$ cat src/hdl/cfm_pkg.sv
// Shared constants and types of the charger fault and status monitor.
package cfm_pkg;
  localparam int CLK_HZ = 100_000_000;
  localparam int CNT_W = 27;
  localparam int IRQ_PULSE_US = 256;
  localparam int BLINK_HALF_MS = 500;
  localparam int SHIP_DEGLITCH_MS = 1150;
  localparam logic [CNT_W-1:0] IRQ_PULSE_CYC =
    CNT_W'(IRQ_PULSE_US * (CLK_HZ / 1_000_000));
  localparam logic [CNT_W-1:0] BLINK_HALF_CYC =
    CNT_W'(BLINK_HALF_MS * (CLK_HZ / 1000));
  localparam logic [CNT_W-1:0] SHIP_DEGLITCH_CYC =
    CNT_W'(SHIP_DEGLITCH_MS * (CLK_HZ / 1000));
  localparam logic [2:0] BOOST_RETRIES = 3'h7;
  // Seven-bit form of the write address d6h.
  localparam logic [6:0] I2C_DEV_ADDR = 7'h6b;
  // Register offsets.
  localparam logic [7:0] REG_CTRL0 = 8'h00;
  localparam logic [7:0] REG_CTRL1 = 8'h01;
  localparam logic [7:0] REG_TEMP = 8'h06;
  localparam logic [7:0] REG_SWITCH = 8'h07;
  localparam logic [7:0] REG_STATUS = 8'h08;
  localparam logic [7:0] REG_FAULT = 8'h09;
  localparam logic [7:0] REG_MASK = 8'h0a;
  localparam logic [7:0] REG_LAST = 8'h0c;
  localparam logic [12:0][7:0] REGS_RST = {8'h00, 8'h00, 8'h00, 8'h00,
    8'h00, 8'h00, 8'h01, 8'h00, 8'h00, 8'h00, 8'h00, 8'h1a, 8'h17};
  // Field positions.
  localparam int B_STAT_CFG = 5;
  localparam int B_BOOST_EN = 5;
  localparam int B_CHG_EN = 4;
  localparam int B_TMR2X = 0;
  localparam int B_THERMAL_LIMIT_SELECT = 1;
  localparam int B_WARM_VSET = 2;
  localparam int B_COOL_ISET = 3;
  localparam int B_BATSW_DIS = 5;
  localparam int B_ILIM_MASK = 0;
  localparam int B_VLIM_MASK = 1;
  localparam int B_SRC_STAT = 5;
  localparam int B_PG = 2;
  localparam int B_THERM = 1;
  localparam int B_F_BOOST = 6;
  localparam int B_F_CHG = 4;
  localparam int B_F_BAT = 3;
  localparam int B_F_NTC = 0;
  localparam logic [1:0] STAT_ON = 2'h0;
  localparam logic [1:0] STAT_OFF = 2'h3;
  localparam logic [1:0] CF_INPUT = 2'h1;
  localparam logic [1:0] CF_THERMAL = 2'h2;
  localparam logic [1:0] CF_TIMER = 2'h3;
  localparam logic [2:0] NTC_COLD = 3'h5;
  localparam logic [2:0] NTC_HOT = 3'h6;
  localparam logic [1:0] SCALE_FULL = 2'h0;
  localparam logic [1:0] SCALE_HALF = 2'h1;
  localparam logic [1:0] SCALE_20PCT = 2'h2;
  localparam logic [1:0] PRE_NORMAL = 2'h0;
  localparam logic [1:0] PRE_SHORT = 2'h1;
  localparam logic [1:0] PRE_PRECHG = 2'h2;
  // Bit index of each analog comparator flag on the sense bus.
  localparam int S_TS_COLD = 0, S_TS_HOT = 1, S_TS_COOL = 2, S_TS_WARM = 3;
  localparam int S_BST_COLD = 4, S_BST_HOT = 5, S_VBUS_OV = 6;
  localparam int S_SYS_OV = 7, S_BAT_OV = 8, S_BST_SHORT = 9;
  localparam int S_BST_OV = 10, S_DIE_110 = 11, S_DIE_90 = 12;
  localparam int S_DIE_SHUT = 13, S_DIE_HYS = 14, S_BAT_DPL = 15;
  localparam int S_BAT_SHORT = 16, S_BAT_LOWV = 17, S_BAT_OCP = 18;
  localparam int S_POOR_OK = 19, S_SRC_DONE = 20, S_VBUS_IN = 21;
  localparam int S_VLIM = 22, S_ILIM = 23, S_CHG_DONE = 24;
  localparam int S_TMR_FAULT = 25, S_SRC_TYPE = 26, SENSE_W = 29;
  typedef enum logic [6:0] {
    I2_IDLE = 7'h01, I2_DEV = 7'h02, I2_REG = 7'h04, I2_WDAT = 7'h08,
    I2_ACK = 7'h10, I2_TX = 7'h20, I2_TACK = 7'h40
  } cfm_i2c_st_t;
endpackage

$ cat src/hdl/cfm_i2c_slave.sv
// Two-wire slave port that turns bus transfers into register strobes.
`timescale 1ns/100ps
module cfm_i2c_slave (
  // Clock and reset
  input wire logic i_mclk,
  input wire logic i_reset_n,
  // Bus pins
  input wire logic i_scl,
  input wire logic i_sda,
  output logic o_sda_o,
  output logic o_sda_oe,
  // Register access
  output logic o_wr,
  output logic o_rd,
  output logic [7:0] o_addr,
  output logic [7:0] o_wdata,
  input wire logic [7:0] i_rdata
);
  import cfm_pkg::*;

  typedef struct packed {
    logic scl1, scl2, scl3, sda1, sda2, sda3;
    cfm_i2c_st_t st;
    logic [3:0] bitn;
    logic [7:0] shift;
    logic [7:0] ptr;
    logic [7:0] wdata;
    logic rw, got_reg, pend, sda_oe, wr, rd;
  } cfm_i2c_q_t;

  cfm_i2c_q_t q, d;
  logic scl_rise, scl_fall, start, stop;

  always_comb begin
    d = q;
    d.scl1 = i_scl;
    d.scl2 = q.scl1;
    d.scl3 = q.scl2;
    d.sda1 = i_sda;
    d.sda2 = q.sda1;
    d.sda3 = q.sda2;
    d.wr = 1'b0;
    d.rd = 1'b0;
    d.pend = q.rd;
    scl_rise = q.scl2 & ~q.scl3;
    scl_fall = ~q.scl2 & q.scl3;
    start = q.scl2 & q.scl3 & q.sda3 & ~q.sda2;
    stop = q.scl2 & q.scl3 & ~q.sda3 & q.sda2;
    // The pointer steps after each access so bursts walk the map.
    if (q.wr) begin
      d.ptr = q.ptr + 8'h01;
    end
    if (q.pend) begin
      d.shift = i_rdata;
      d.sda_oe = ~i_rdata[7];
      d.ptr = q.ptr + 8'h01;
    end
    if (start) begin
      d.st = I2_DEV;
      d.bitn = 4'h0;
      d.sda_oe = 1'b0;
      d.got_reg = 1'b0;
    end else if (stop) begin
      d.st = I2_IDLE;
      d.sda_oe = 1'b0;
    end else if (scl_rise) begin
      unique case (q.st)
        I2_DEV, I2_REG, I2_WDAT: begin
          d.shift = {q.shift[6:0], q.sda2};
          d.bitn = q.bitn + 4'h1;
        end
        I2_TACK: begin
          if (q.sda2) begin
            d.st = I2_IDLE;
          end
        end
        I2_IDLE, I2_ACK, I2_TX: begin
        end
      endcase
    end else if (scl_fall) begin
      unique case (q.st)
        I2_DEV: begin
          if (q.bitn == 4'h8) begin
            if (q.shift[7:1] == I2C_DEV_ADDR) begin
              d.sda_oe = 1'b1;
              d.rw = q.shift[0];
              d.st = I2_ACK;
            end else begin
              d.st = I2_IDLE;
            end
          end
        end
        I2_REG: begin
          if (q.bitn == 4'h8) begin
            d.ptr = q.shift;
            d.got_reg = 1'b1;
            d.sda_oe = 1'b1;
            d.st = I2_ACK;
          end
        end
        I2_WDAT: begin
          if (q.bitn == 4'h8) begin
            d.wr = 1'b1;
            d.wdata = q.shift;
            d.sda_oe = 1'b1;
            d.st = I2_ACK;
          end
        end
        I2_ACK: begin
          d.sda_oe = 1'b0;
          d.bitn = 4'h0;
          if (q.rw) begin
            d.rd = 1'b1;
            d.st = I2_TX;
          end else begin
            d.st = q.got_reg ? I2_WDAT : I2_REG;
          end
        end
        I2_TX: begin
          d.bitn = q.bitn + 4'h1;
          if (q.bitn == 4'h7) begin
            d.sda_oe = 1'b0;
            d.st = I2_TACK;
          end else begin
            d.shift = {q.shift[6:0], 1'b0};
            d.sda_oe = ~q.shift[6];
          end
        end
        I2_TACK: begin
          d.rd = 1'b1;
          d.bitn = 4'h0;
          d.st = I2_TX;
        end
        I2_IDLE: begin
        end
      endcase
    end
  end

  always_ff @(posedge i_mclk or negedge i_reset_n) begin
    if (!i_reset_n) begin
      q <= '{scl1: 1'b1, scl2: 1'b1, scl3: 1'b1, sda1: 1'b1, sda2: 1'b1,
             sda3: 1'b1, st: I2_IDLE, default: '0};
    end else begin
      q <= d;
    end
  end

  assign o_sda_o = 1'b0;
  assign o_sda_oe = q.sda_oe;
  assign o_wr = q.wr;
  assign o_rd = q.rd;
  assign o_addr = q.ptr;
  assign o_wdata = q.wdata;
endmodule

$ cat src/hdl/cfm_monitor.sv
// Status, protection and host notification logic of the charger.
//
// The register addresses and the address-and-strobe port are this design's own decisions.
`timescale 1ns/100ps
module cfm_monitor #(
  parameter logic [cfm_pkg::CNT_W-1:0] IRQ_CYC = cfm_pkg::IRQ_PULSE_CYC,
  parameter logic [cfm_pkg::CNT_W-1:0] BLINK_CYC = cfm_pkg::BLINK_HALF_CYC,
  parameter logic [cfm_pkg::CNT_W-1:0] SHIP_CYC = cfm_pkg::SHIP_DEGLITCH_CYC
) (
  // Clock and reset
  input wire logic i_mclk,
  input wire logic i_reset_n,
  // Register port
  input wire logic [7:0] i_reg_addr,
  input wire logic [7:0] i_reg_wdata,
  input wire logic i_reg_wr,
  input wire logic i_reg_rd,
  output logic [7:0] o_reg_rdata,
  // Two-wire bus pins
  input wire logic i_scl,
  input wire logic i_sda,
  output logic o_sda_o,
  output logic o_sda_oe,
  // Analog comparator flags and push button
  input wire logic [cfm_pkg::SENSE_W-1:0] i_sense,
  input wire logic i_push_button_n,
  // Power stage controls
  output logic o_switching_en,
  output logic o_charge_en,
  output logic o_boost_en,
  output logic o_battery_switch_on,
  output logic o_warm_charge_voltage_target_4v1,
  output logic [1:0] o_charge_scale,
  output logic [1:0] o_precharge_mode,
  output logic o_term_en,
  output logic o_timer_half,
  output logic o_thermal_fold,
  // Indicator pins
  output logic o_input_good_n,
  output logic o_stat_o,
  output logic o_stat_oe,
  output logic o_host_irq_n
);
  import cfm_pkg::*;

  typedef struct packed {
    logic [SENSE_W-1:0] s1, s2, s3;
    logic pb1, pb2;
    logic [12:0][7:0] regs;
    logic [7:0] rdata, fault_latch, fault_prev;
    logic fault_hold, fault_read, boost_fault, shut, ocp_off, dpl_off;
    logic [2:0] retry;
    logic [CNT_W-1:0] pb_cnt, blink_cnt, irq_cnt;
    logic pb_fired, blink_ph;
    logic sw_en, chg_en, bst_en, bat_sw, warm41, term_en, tmr_half, fold;
    logic [1:0] scale, pre;
    logic pg_n, stat_o, stat_oe, irq_n;
  } cfm_mon_q_t;

  cfm_mon_q_t q, d;
  logic i2c_wr, i2c_rd;
  logic [7:0] i2c_addr, i2c_wdata;
  logic wr, rd, mapped, pb_fire, ship_exit, fread, fault_evt, irq_evt;
  logic ts_out, bst_ts_out, boost_req, chg_req, pg, thermal_limit_select, fail;
  logic boost_run, conv_ok, charging, suspend;
  logic [7:0] addr, wdata, live, status;
  logic [SENSE_W-1:0] s, rise, fall;

  cfm_i2c_slave u_i2c (
    .i_mclk(i_mclk),
    .i_reset_n(i_reset_n),
    .i_scl(i_scl),
    .i_sda(i_sda),
    .o_sda_o(o_sda_o),
    .o_sda_oe(o_sda_oe),
    .o_wr(i2c_wr),
    .o_rd(i2c_rd),
    .o_addr(i2c_addr),
    .o_wdata(i2c_wdata),
    .i_rdata(q.rdata)
  );

  always_comb begin
    d = q;
    d.s1 = i_sense;
    d.s2 = q.s1;
    d.s3 = q.s2;
    d.pb1 = i_push_button_n;
    d.pb2 = q.pb1;
    s = q.s2;
    rise = q.s2 & ~q.s3;
    fall = ~q.s2 & q.s3;
    // The plain port wins a collision; the clashing bus access is lost.
    wr = i_reg_wr | (i2c_wr & ~i_reg_rd);
    rd = i_reg_rd | (i2c_rd & ~i_reg_wr);
    addr = (i_reg_wr | i_reg_rd) ? i_reg_addr : i2c_addr;
    wdata = i_reg_wr ? i_reg_wdata : i2c_wdata;
    mapped = addr <= REG_LAST;
    ts_out = s[S_TS_COLD] | s[S_TS_HOT];
    bst_ts_out = s[S_BST_COLD] | s[S_BST_HOT];
    boost_req = q.regs[REG_CTRL1][B_BOOST_EN];
    chg_req = q.regs[REG_CTRL1][B_CHG_EN] & ~boost_req;
    pg = s[S_POOR_OK] & s[S_SRC_DONE] & s[S_VBUS_IN];
    thermal_limit_select = q.regs[REG_TEMP][B_THERMAL_LIMIT_SELECT] ? s[S_DIE_90] : s[S_DIE_110];
    d.shut = s[S_DIE_SHUT] | (q.shut & ~s[S_DIE_HYS]);
    if (wr && mapped && addr != REG_STATUS && addr != REG_FAULT) begin
      d.regs[addr[3:0]] = wdata;
    end
    if (wr && addr == REG_CTRL1 && wdata[B_BOOST_EN]) begin
      d.boost_fault = 1'b0;
      d.retry = 3'h0;
    end
    // Push button must stay low for the whole deglitch time.
    pb_fire = 1'b0;
    if (q.pb2) begin
      d.pb_cnt = '0;
      d.pb_fired = 1'b0;
    end else if (!q.pb_fired) begin
      if (q.pb_cnt == SHIP_CYC - 1'b1) begin
        pb_fire = 1'b1;
        d.pb_fired = 1'b1;
      end else begin
        d.pb_cnt = q.pb_cnt + 1'b1;
      end
    end
    ship_exit = pb_fire | rise[S_VBUS_IN] | (wr && addr == REG_SWITCH &&
      q.regs[REG_SWITCH][B_BATSW_DIS] && !wdata[B_BATSW_DIS]);
    if (pb_fire) begin
      d.regs[REG_SWITCH][B_BATSW_DIS] = 1'b0;
    end
    d.ocp_off = (q.ocp_off & ~ship_exit) | s[S_BAT_OCP];
    d.dpl_off = (q.dpl_off | s[S_BAT_DPL]) & ~s[S_VBUS_IN];
    fail = 1'b0;
    if (boost_req && rise[S_BST_SHORT]) begin
      if (q.retry == BOOST_RETRIES) begin
        fail = 1'b1;
      end else begin
        d.retry = q.retry + 3'h1;
      end
    end
    // Hardware disables boost after the host write, so safety wins.
    if (fail || (boost_req && (s[S_BST_OV] || s[S_DIE_SHUT]))) begin
      d.regs[REG_CTRL1][B_BOOST_EN] = 1'b0;
      d.boost_fault = 1'b1;
    end
    live = 8'h00;
    live[B_F_BOOST] = d.boost_fault;
    live[B_F_BAT] = s[S_BAT_OV];
    if (s[S_VBUS_IN] && !boost_req) begin
      if (s[S_VBUS_OV]) begin
        live[B_F_CHG +: 2] = CF_INPUT;
      end else if (d.shut) begin
        live[B_F_CHG +: 2] = CF_THERMAL;
      end else if (s[S_TMR_FAULT]) begin
        live[B_F_CHG +: 2] = CF_TIMER;
      end
    end
    if ((boost_req || s[S_VBUS_IN]) && (boost_req ? bst_ts_out : ts_out)) begin
      live[B_F_NTC +: 3] = (s[S_BST_COLD] | s[S_TS_COLD]) ? NTC_COLD
                                                           : NTC_HOT;
    end
    fread = rd && addr == REG_FAULT;
    d.fault_latch = fread ? live : (q.fault_latch | live);
    d.fault_prev = live;
    fault_evt = (|(live & ~q.fault_prev)) & ~q.fault_hold;
    d.fault_read = q.fault_read | fread;
    if (fault_evt) begin
      d.fault_hold = 1'b1;
    end else if (q.fault_hold && d.fault_read && live == 8'h00) begin
      d.fault_hold = 1'b0;
      d.fault_read = 1'b0;
    end
    status = 8'h00;
    if (pg && !(boost_req && bst_ts_out)) begin
      status[B_SRC_STAT +: 3] = s[S_SRC_TYPE +: 3];
    end
    status[B_PG] = pg;
    status[B_THERM] = thermal_limit_select;
    d.rdata = 8'h00;
    if (rd && mapped) begin
      if (addr == REG_FAULT) begin
        d.rdata = q.fault_latch;
      end else if (addr == REG_STATUS) begin
        d.rdata = status;
      end else begin
        d.rdata = q.regs[addr[3:0]];
      end
    end
    conv_ok = ~s[S_VBUS_OV] & ~s[S_SYS_OV] & ~d.shut;
    boost_run = d.regs[REG_CTRL1][B_BOOST_EN] & ~bst_ts_out &
      ~s[S_BST_SHORT] & conv_ok;
    charging = chg_req & pg & ~ts_out & ~s[S_BAT_OV] & ~s[S_TMR_FAULT] &
      ~s[S_CHG_DONE] & conv_ok;
    d.sw_en = boost_run | (pg & ~boost_req & conv_ok);
    d.chg_en = charging;
    d.bst_en = boost_run;
    d.bat_sw = ~d.regs[REG_SWITCH][B_BATSW_DIS] & ~d.ocp_off & ~d.dpl_off &
      ~d.shut;
    d.warm41 = s[S_TS_WARM] & q.regs[REG_TEMP][B_WARM_VSET];
    d.scale = SCALE_FULL;
    if (s[S_TS_COOL]) begin
      d.scale = q.regs[REG_TEMP][B_COOL_ISET] ? SCALE_20PCT
                                                : SCALE_HALF;
    end
    d.pre = s[S_BAT_SHORT] ? PRE_SHORT
          : (s[S_BAT_LOWV] ? PRE_PRECHG : PRE_NORMAL);
    d.term_en = ~thermal_limit_select;
    d.fold = thermal_limit_select;
    d.tmr_half = q.regs[REG_TEMP][B_TMR2X] &
      (s[S_VLIM] | s[S_ILIM] | s[S_TS_COOL] | thermal_limit_select);
    d.pg_n = ~pg;
    suspend = (chg_req & s[S_VBUS_IN] & (s[S_VBUS_OV] | ts_out |
      s[S_TMR_FAULT] | s[S_SYS_OV])) | (boost_req & bst_ts_out);
    if (!suspend) begin
      d.blink_cnt = '0;
      d.blink_ph = 1'b0;
    end else if (q.blink_cnt == BLINK_CYC - 1'b1) begin
      d.blink_cnt = '0;
      d.blink_ph = ~q.blink_ph;
    end else begin
      d.blink_cnt = q.blink_cnt + 1'b1;
    end
    d.stat_o = 1'b0;
    d.stat_oe = (q.regs[REG_CTRL0][B_STAT_CFG +: 2] == STAT_ON) &&
      (suspend ? !q.blink_ph : charging);
    irq_evt = rise[S_SRC_DONE] | rise[S_POOR_OK] | fall[S_VBUS_IN] |
      rise[S_CHG_DONE] | fault_evt |
      (rise[S_VLIM] & ~q.regs[REG_MASK][B_VLIM_MASK]) |
      (rise[S_ILIM] & ~q.regs[REG_MASK][B_ILIM_MASK]);
    // Events during a pulse merge into it rather than stretch it.
    if (!q.irq_n) begin
      if (q.irq_cnt == '0) begin
        d.irq_n = 1'b1;
      end else begin
        d.irq_cnt = q.irq_cnt - 1'b1;
      end
    end else if (irq_evt) begin
      d.irq_n = 1'b0;
      d.irq_cnt = IRQ_CYC - 1'b1;
    end
  end

  always_ff @(posedge i_mclk or negedge i_reset_n) begin
    if (!i_reset_n) begin
      q <= '{pb1: 1'b1, pb2: 1'b1, regs: REGS_RST, term_en: 1'b1,
             pg_n: 1'b1, irq_n: 1'b1, default: '0};
    end else begin
      q <= d;
    end
  end

  assign o_reg_rdata = q.rdata;
  assign o_switching_en = q.sw_en;
  assign o_charge_en = q.chg_en;
  assign o_boost_en = q.bst_en;
  assign o_battery_switch_on = q.bat_sw;
  assign o_warm_charge_voltage_target_4v1 = q.warm41;
  assign o_charge_scale = q.scale;
  assign o_precharge_mode = q.pre;
  assign o_term_en = q.term_en;
  assign o_timer_half = q.tmr_half;
  assign o_thermal_fold = q.fold;
  assign o_input_good_n = q.pg_n;
  assign o_stat_o = q.stat_o;
  assign o_stat_oe = q.stat_oe;
  assign o_host_irq_n = q.irq_n;
endmodule

$ cat config.mk
export PLATFORM = sky130hd
export DESIGN_NAME = cfm_monitor
export DESIGN_NICKNAME = d
export VERILOG_FILES = /design/src/hdl/cfm_pkg.sv /design/src/hdl/cfm_i2c_slave.sv /design/src/hdl/cfm_monitor.sv
export SDC_FILE = /design/constraint.sdc
export NUM_CORES = 1
export LEC_CHECK = 0
export ABC_AREA = 1
export CAP_MARGIN = 5
export CORE_UTILIZATION = 28
export CTS_CLUSTER_SIZE = 14
export DETAILED_ROUTE_END_ITERATION = 10
export DONT_BUFFER_PORTS = 1
export PLACE_DENSITY = 0.51
export SLEW_MARGIN = 10
export SYNTH_ARGS = -nofsm -noshare
export SYNTH_HDL_FRONTEND = slang
export SYNTH_SLANG_ARGS = --single-unit
$ cat constraint.sdc
create_clock -name i_mclk -period 4.1 [get_ports i_mclk]
set_input_delay 0.82 -clock i_mclk [delete_from_list [all_inputs] [get_ports i_mclk]]
set_output_delay 0.82 -clock i_mclk [all_outputs]
set_load 0.01 [all_outputs]
==> flow_metrics.tcl, run 1 <==
set metrics [dict create \
    muxShareOfSynthArea_pct 0 \
    dp_hpwl_mm 31.14 \
    finalSetupViolCount 0 \
    antenna_found_initial 1 \
    gp_congestion 0.8818 \
    grt_max_degree 347 \
    nFillCells 6118 \
    synthSimpleGateAreaFrac_pct 28.84 \
    cap_violations 0 \
    grt_overflow 0 \
    fmax_ghz 0.3551 \
    slew_viol_final 0 \
    hold_class "input pin to async pin" \
    hold_ws_ps 26.00 \
    synth_cells 2068 \
    vdd_drop_max_v 0.0003010 \
    clkPwrFrac_pct 43.8 \
    pwr-share-seq_pct 45.7 \
    status "completed" \
    place_area_sq_um 17240 \
    cts_buffers 40 \
    grt_pass1_wl_mm 72.44 \
    synth_top_family_by_area "simple AND/OR/NAND/NOR gates" \
    hold_viol 0 \
    worstSkewPairLatency_ps 550 \
    fin_worst_skew_ps 16.76 \
    fp.dieH_um 245.7 \
    io_buffers 0 \
    ant_nets 0 \
    yosysSeqAreaShare_pct 52.20 \
    synthDistinctLibCells 49 \
    rsz0062_at_grt "no" \
    die_w_um 245.7 \
    p_leak_nw 8.617 \
    fp-row-count 88 \
    clock-sinks 346 \
    vias 13104 \
    setup_tns_ps 0 \
    initial_core_util_pct 28.56 \
    track_usage_pct 15.11 \
    avgSynthCellArea_sq_um 8.044 \
    crit_arrival_ps 3240 \
    power_mw 8.418 \
    routed_wl_mm 45.24 \
    period_needed_ps 2816 \
    clk_pin_slew_ps 60 \
    synth_compound_area_share_pct 8.845 \
    period_share_pct 68.69 \
    power_frac_comb_pct 10.6 \
    crit_required_ps 4530 \
    critPathLaunchType "flip-flop" \
    netlist_top_cells_area "dfrtp_1 (49%), nand2_1 (14%), nor2_1 (5.4%)" \
    yosysTopAreaCellShare_pct 49.04 \
    cts-root-buf "clkbuf_16" \
    internal_power_mw 6.182 \
    crit_type "flip-flop to flip-flop" \
    finalInstanceArea_sq_um 18660 \
    cts_buffer_depth 3 \
    netSwitchingFraction_pct 26.56 \
    avgRoutedWirePerCell_um 15.97 \
    drive_gt1_share_pct 7.164 \
    final_nets 2100 \
    maxSlewHeadroom_pct 32.60 \
    syn-cell-area_sq_um 16630 \
    synth_seq_cells 346 \
    p_switching_mw 2.236 \
    grt_pass1_vias 12892 \
    coreArea_sq_um 58250 \
    ys_warn_count 0 \
    synth-xor-area-share_pct 2.159 \
    die_area_sq_um 60390 \
    cellPowerDensity_nw_per_um2 451.1 \
    crit_path_max_fanout 27 \
    drtIter0Drc 914 \
    yosysTopAreaCell "dfrtp_1" \
    end_kind "flip-flop" \
    tightest_slew_ps 1011 \
    cts_tree "yes" \
    vias_per_cell 4.625 \
    synth-adder-area-share_pct 0.8274 \
    io_pins 78 \
    drt_first_pass_iters 5 \
    drc 0 \
    htree_levels 2 \
    area_growth_pct 12.18 \
]
-- worst max-delay path: stages, from the launching register on --
cell and delay [ps]:
dfrtp_1 420, ha_1 270, nand2_1 100, nor2_1 300, nand2_1 190, nor4_1 310, nand2_1 120, o21ai_2 400
buf_4 380, o21ai_0 110, nand2_1 60, nor2_1 50
-- layer usage --
metal / wire length [um] / global-route usage [%]
met2: 20020 / 23.52
met4: 987 / 4.531
met1: 21960 / 21.10
met5: 0 / 0
met3: 2275 / 2.870
-- flip-flops by register name, summed over array words and instances, names as in the netlist, 2 cells and up --
register,count
u_i2c.o_wdata,8
q,216
u_i2c.o_addr,8
u_i2c.d,4
u_i2c.q,24
o_reg_rdata,8
o_precharge_mode,2
o_charge_scale,2
s,29
d,30
-- synthesized netlist by cell type, drive strengths merged --
cell type / count
a21oi: 39
ha: 11
inv: 198
clkinv: 2
o211ai: 2
o21bai: 1
nor3b: 2
nor3: 46
nor2b: 1
xor2: 31
nand3b: 19
nand4: 33
o221ai: 1
or2: 9
xnor2: 10
a31oi: 1
nand3: 124
nor2: 243
buf: 33
o211a: 2
conb: 1
o22ai: 1
o21ai: 210
and2: 1
a21o: 2
a211oi: 1
nor4: 10
o21a: 1
o31ai: 11
clkbuf: 53
nand2: 623
dfrtp: 326
dfstp: 20
-- placed cells by master (no fill, tap or decap), drive strengths merged, types with 9 or more instances in the layout --
cell	Yosys	layout
clkbuf	53	58
xnor2	10	10
dfrtp	326	326
dfstp	20	20
xor2	31	31
nor2	243	243
nand3	124	124
o31ai	11	11
nand3b	19	19
nand4	33	33
nor3	46	46
inv	198	200
ha	11	11
nor4	10	10
buf	33	11
a21oi	39	39
o21ai	210	210
or2	9	9
nand2	623	623
-- path summary, 6_finish.rpt --
| path | from | end | slack [ps] | cells past startpoint |
|---|---|---|---|---|
| max | q[72] | q[75] | 1280 | 11 |
| min | i_reset_n | q[113] | 30 | 0 |
| max reg2reg | q[72] | q[75] | 1280 | 11 |
| min reg2reg | d[293] | s[26] | 340 | 0 |
| max in group asynchronous | i_reset_n | q[196] | 3120 | 1 |
| min in group i_mclk | i_sda | u_i2c.d[42] | 260 | 0 |
-- repair_timing --
action / in CTS / in global routing
setup buffers: 0 / 0
gates resized for setup: 0 / 0
endpoints found under the hold margin: 224 / 123
-- through the flow --
step	std cells	setup WS, ps	util, %
floorplan	2069	1604	-
global placement	2757	968.5	29.59
detailed placement	2757	938.1	29.59
CTS	2828	1218	31.92
global route	2832	901.0	32.03
finish	2833	1284	32.04
-- cells by family (layout without fill, tap and decap cells) --
family / count (synthesis) / in the layout
flip-flops: 346 / 346
AO/OA/AOI/OAI: 272 / 272
adder cells (fa/ha/maj): 11 / 11
AND/OR/NAND/NOR: 1111 / 1111
other: 1 / 4
buffers and inverters: 286 / 283
XOR/XNOR: 41 / 41
-- cell type report --
type	count	area (sq um)	share of cell area (%)
inverter	200	753.2	4.036
multi-input combinational	1437	6777	36.31
tap	765	957.2	5.129
clock buffer	58	1170	6.269
timing repair buffer	12	132.6	0.7107
sequential	346	8683	46.53
antenna	2	5.005	0.02682
clock inverter	13	182.7	0.9789
-- power groups by stage --
stage / Clock (mW) / Combinational (mW) / Sequential [mW]
global placement: 0 / 0.838 / 3.90
floorplan: 0 / 0.651 / 3.83
detailed placement: 0 / 0.845 / 3.90
global route: 3.95 / 1.03 / 3.87
CTS: 3.81 / 0.852 / 3.84
finish: 3.68 / 0.891 / 3.84
No activity file was read; power rests on OpenSTA's default activity.
==> inputs of run 2 (changes only) <==
PLACE_DENSITY = 0.53   (was 0.51)
clock period = 2.29 ns   (was 4.1 ns; I/O delays follow)
==> flow_metrics.tcl, run 2 (synthesized netlist as in run 1, its figures left out) <==
set metrics [dict create \
    clkPwrFrac_pct 42.9 \
    cts_buffer_depth 3 \
    coreArea_sq_um 58250 \
    area_growth_pct 16.25 \
    drt_first_pass_iters 6 \
    critPathSlowestCell "dfstp_2" \
    slew_viol_final 0 \
    hold_viol 334 \
    r2r-start "u_i2c.d[44]" \
    pwr-share-seq_pct 46.0 \
    grt_pass1_wl_mm 74.22 \
    period_needed_ps 2184 \
    hold_class "input pin to async pin" \
    ant_nets 0 \
    die_w_um 245.7 \
    num_antenna_cells 0 \
    path_common_cell "nand2_1" \
    drtIter0Drc 1092 \
    top_register "q" \
    crit_type "flip-flop to flip-flop" \
    cts_tree "yes" \
    fin_worst_skew_ps 20.30 \
    power_mw 14.91 \
    grt_overflow 0 \
    crit_start "u_i2c.d[44]" \
    reg2reg_depth 9 \
    finalSetupViolCount 0 \
    avgRoutedWirePerCell_um 15.40 \
    gp_congestion 0.9088 \
    cts_hold_buf 32 \
    vias_per_cell 4.620 \
    die_area_sq_um 60390 \
    vias 13462 \
    cellPowerDensity_nw_per_um2 770.9 \
    utilization_pct 33.20 \
    p_switching_mw 3.900 \
    fmax_ghz 0.4579 \
    internal_power_mw 11.01 \
    setup_tns_ps 0 \
    setup_ws_ps 106.3 \
    htree_levels 2 \
    period_share_pct 95.36 \
    largest_register_ffs 216 \
    io_buffers 0 \
    worstSkewPairLatency_ps 550 \
    slowest_delay_ps 560 \
    status "complete, but fails checks" \
    vdd_drop_max_v 0.0005446 \
    drc 0 \
    critPathLaunchType "flip-flop" \
    mostFrequentLayoutCell "nand2_1" \
    cts_buffers 39 \
    cts-root-buf "clkbuf_16" \
    grt_max_degree 347 \
    end_kind "flip-flop" \
    fp.dieH_um 245.7 \
    clock-sinks 346 \
    netSwitchingFraction_pct 26.16 \
    crit_required_ps 2730 \
    dp_hpwl_mm 31.84 \
    crit_arrival_ps 2620 \
    path_cells "ha_1, nand2_1, nor2_1, inv_1, nand4_1, nand4_1, nand3b_1, nand2_1, nand2_1" \
    clk_pin_slew_ps 60 \
    violations "hold timing" \
    drive_gt1_share_pct 9.632 \
    track_usage_pct 15.41 \
    hold_ws_ps -398.8 \
    crit_path_max_fanout 7 \
    io_pins 78 \
    post-place-ws_ps 46.49 \
    tightest_slew_ps 849.3 \
    fp-row-count 88 \
    power_frac_comb_pct 11.1 \
    grt_pass1_vias 13607 \
    cap_violations 0 \
    mostFrequentLayoutCells "nand2_1 (604), dfrtp_1 (326), nor2_1 (236), inv_1 (192), o21ai_0 (130)" \
    antenna_found_initial 0 \
    initial_core_util_pct 28.56 \
    final_nets 2183 \
    maxSlewHeadroom_pct 43.38 \
    routed_wl_mm 44.86 \
    p_leak_nw 8.995 \
]
[run 2: cell types whose count changed in the layout (fill, tap and decap cells not counted), sizes merged]
cell and change:
buf +53, dlygate4sd3 +31, clkinv +3, diode -2
bufinv -1, clkbuf -1, clkinvlp -1, inv -1
[run 2: path summary, 6_finish.rpt]
path,slack (ps),to
setup reg to reg,110,u_i2c.q[39]
hold reg to reg,340,s[27]
max in group asynchronous,1980,q[60]
min in group i_mclk,340,s[27]
setup / recovery,110,u_i2c.q[39]
hold / removal,-400,u_i2c.q[40]
[run 2: worst max-delay path: cells and delay by family, from the launching register on]
family / cells / cell delay (ps)
flops: 1 / 560
simple gates: 7 / 1120
buf+inv: 1 / 220
fa+ha+maj: 1 / 170
[run 2: routing by layer]
layer,track usage [%],wire (um),up-vias,part of all wire [%]
met3,2.728,2331,88,5.2
met2,23.83,19990,315,45
met1,21.36,21200,6370,47
li1,-,-,6689,-
met5,0,0,-,0
met4,5.736,1343,0,3.0
[run 2: per-stage QoR]
step / hold WS [ps] / cell area [sq um] / cells
floorplan: 162.4 / 16640 / 2069
global placement: 173.4 / 17690 / 2812
detailed placement: 173.3 / 17690 / 2812
CTS: -426.9 / 19310 / 2914
global route: -421.0 / 19340 / 2914
finish: -398.8 / 19340 / 2914
[run 2: what timing repair did]
action | 4_1_cts | 5_1_grt
endpoints found under the hold margin | 378 | 344
setup endpoints to repair | 0 | 31
setup buffers | 0 | 0
resized for setup | 0 | 8
[run 2: power groups by stage]
| stage | sequential, mW | combinational [mW] | clock, mW |
|---|---|---|---|
| final | 6.86 | 1.65 | 6.40 |
| after global routing | 6.91 | 1.92 | 6.89 |
| after CTS | 6.86 | 1.66 | 6.63 |
| after detailed placement | 6.97 | 1.61 | 0 |
| after global placement | 6.95 | 1.59 | 0 |
| after floorplan | 6.86 | 1.17 | 0 |
[run 2: cell type report]
type / instances / area (sq um)
clock buffer: 57 / 1156
clock inverter: 13 / 146.4
fill: 6124 / 38910
inverter: 200 / 753.2
multi-input combinational: 1437 / 6803
sequential: 346 / 8683
tap: 765 / 957.2
timing repair buffer: 96 / 838.3
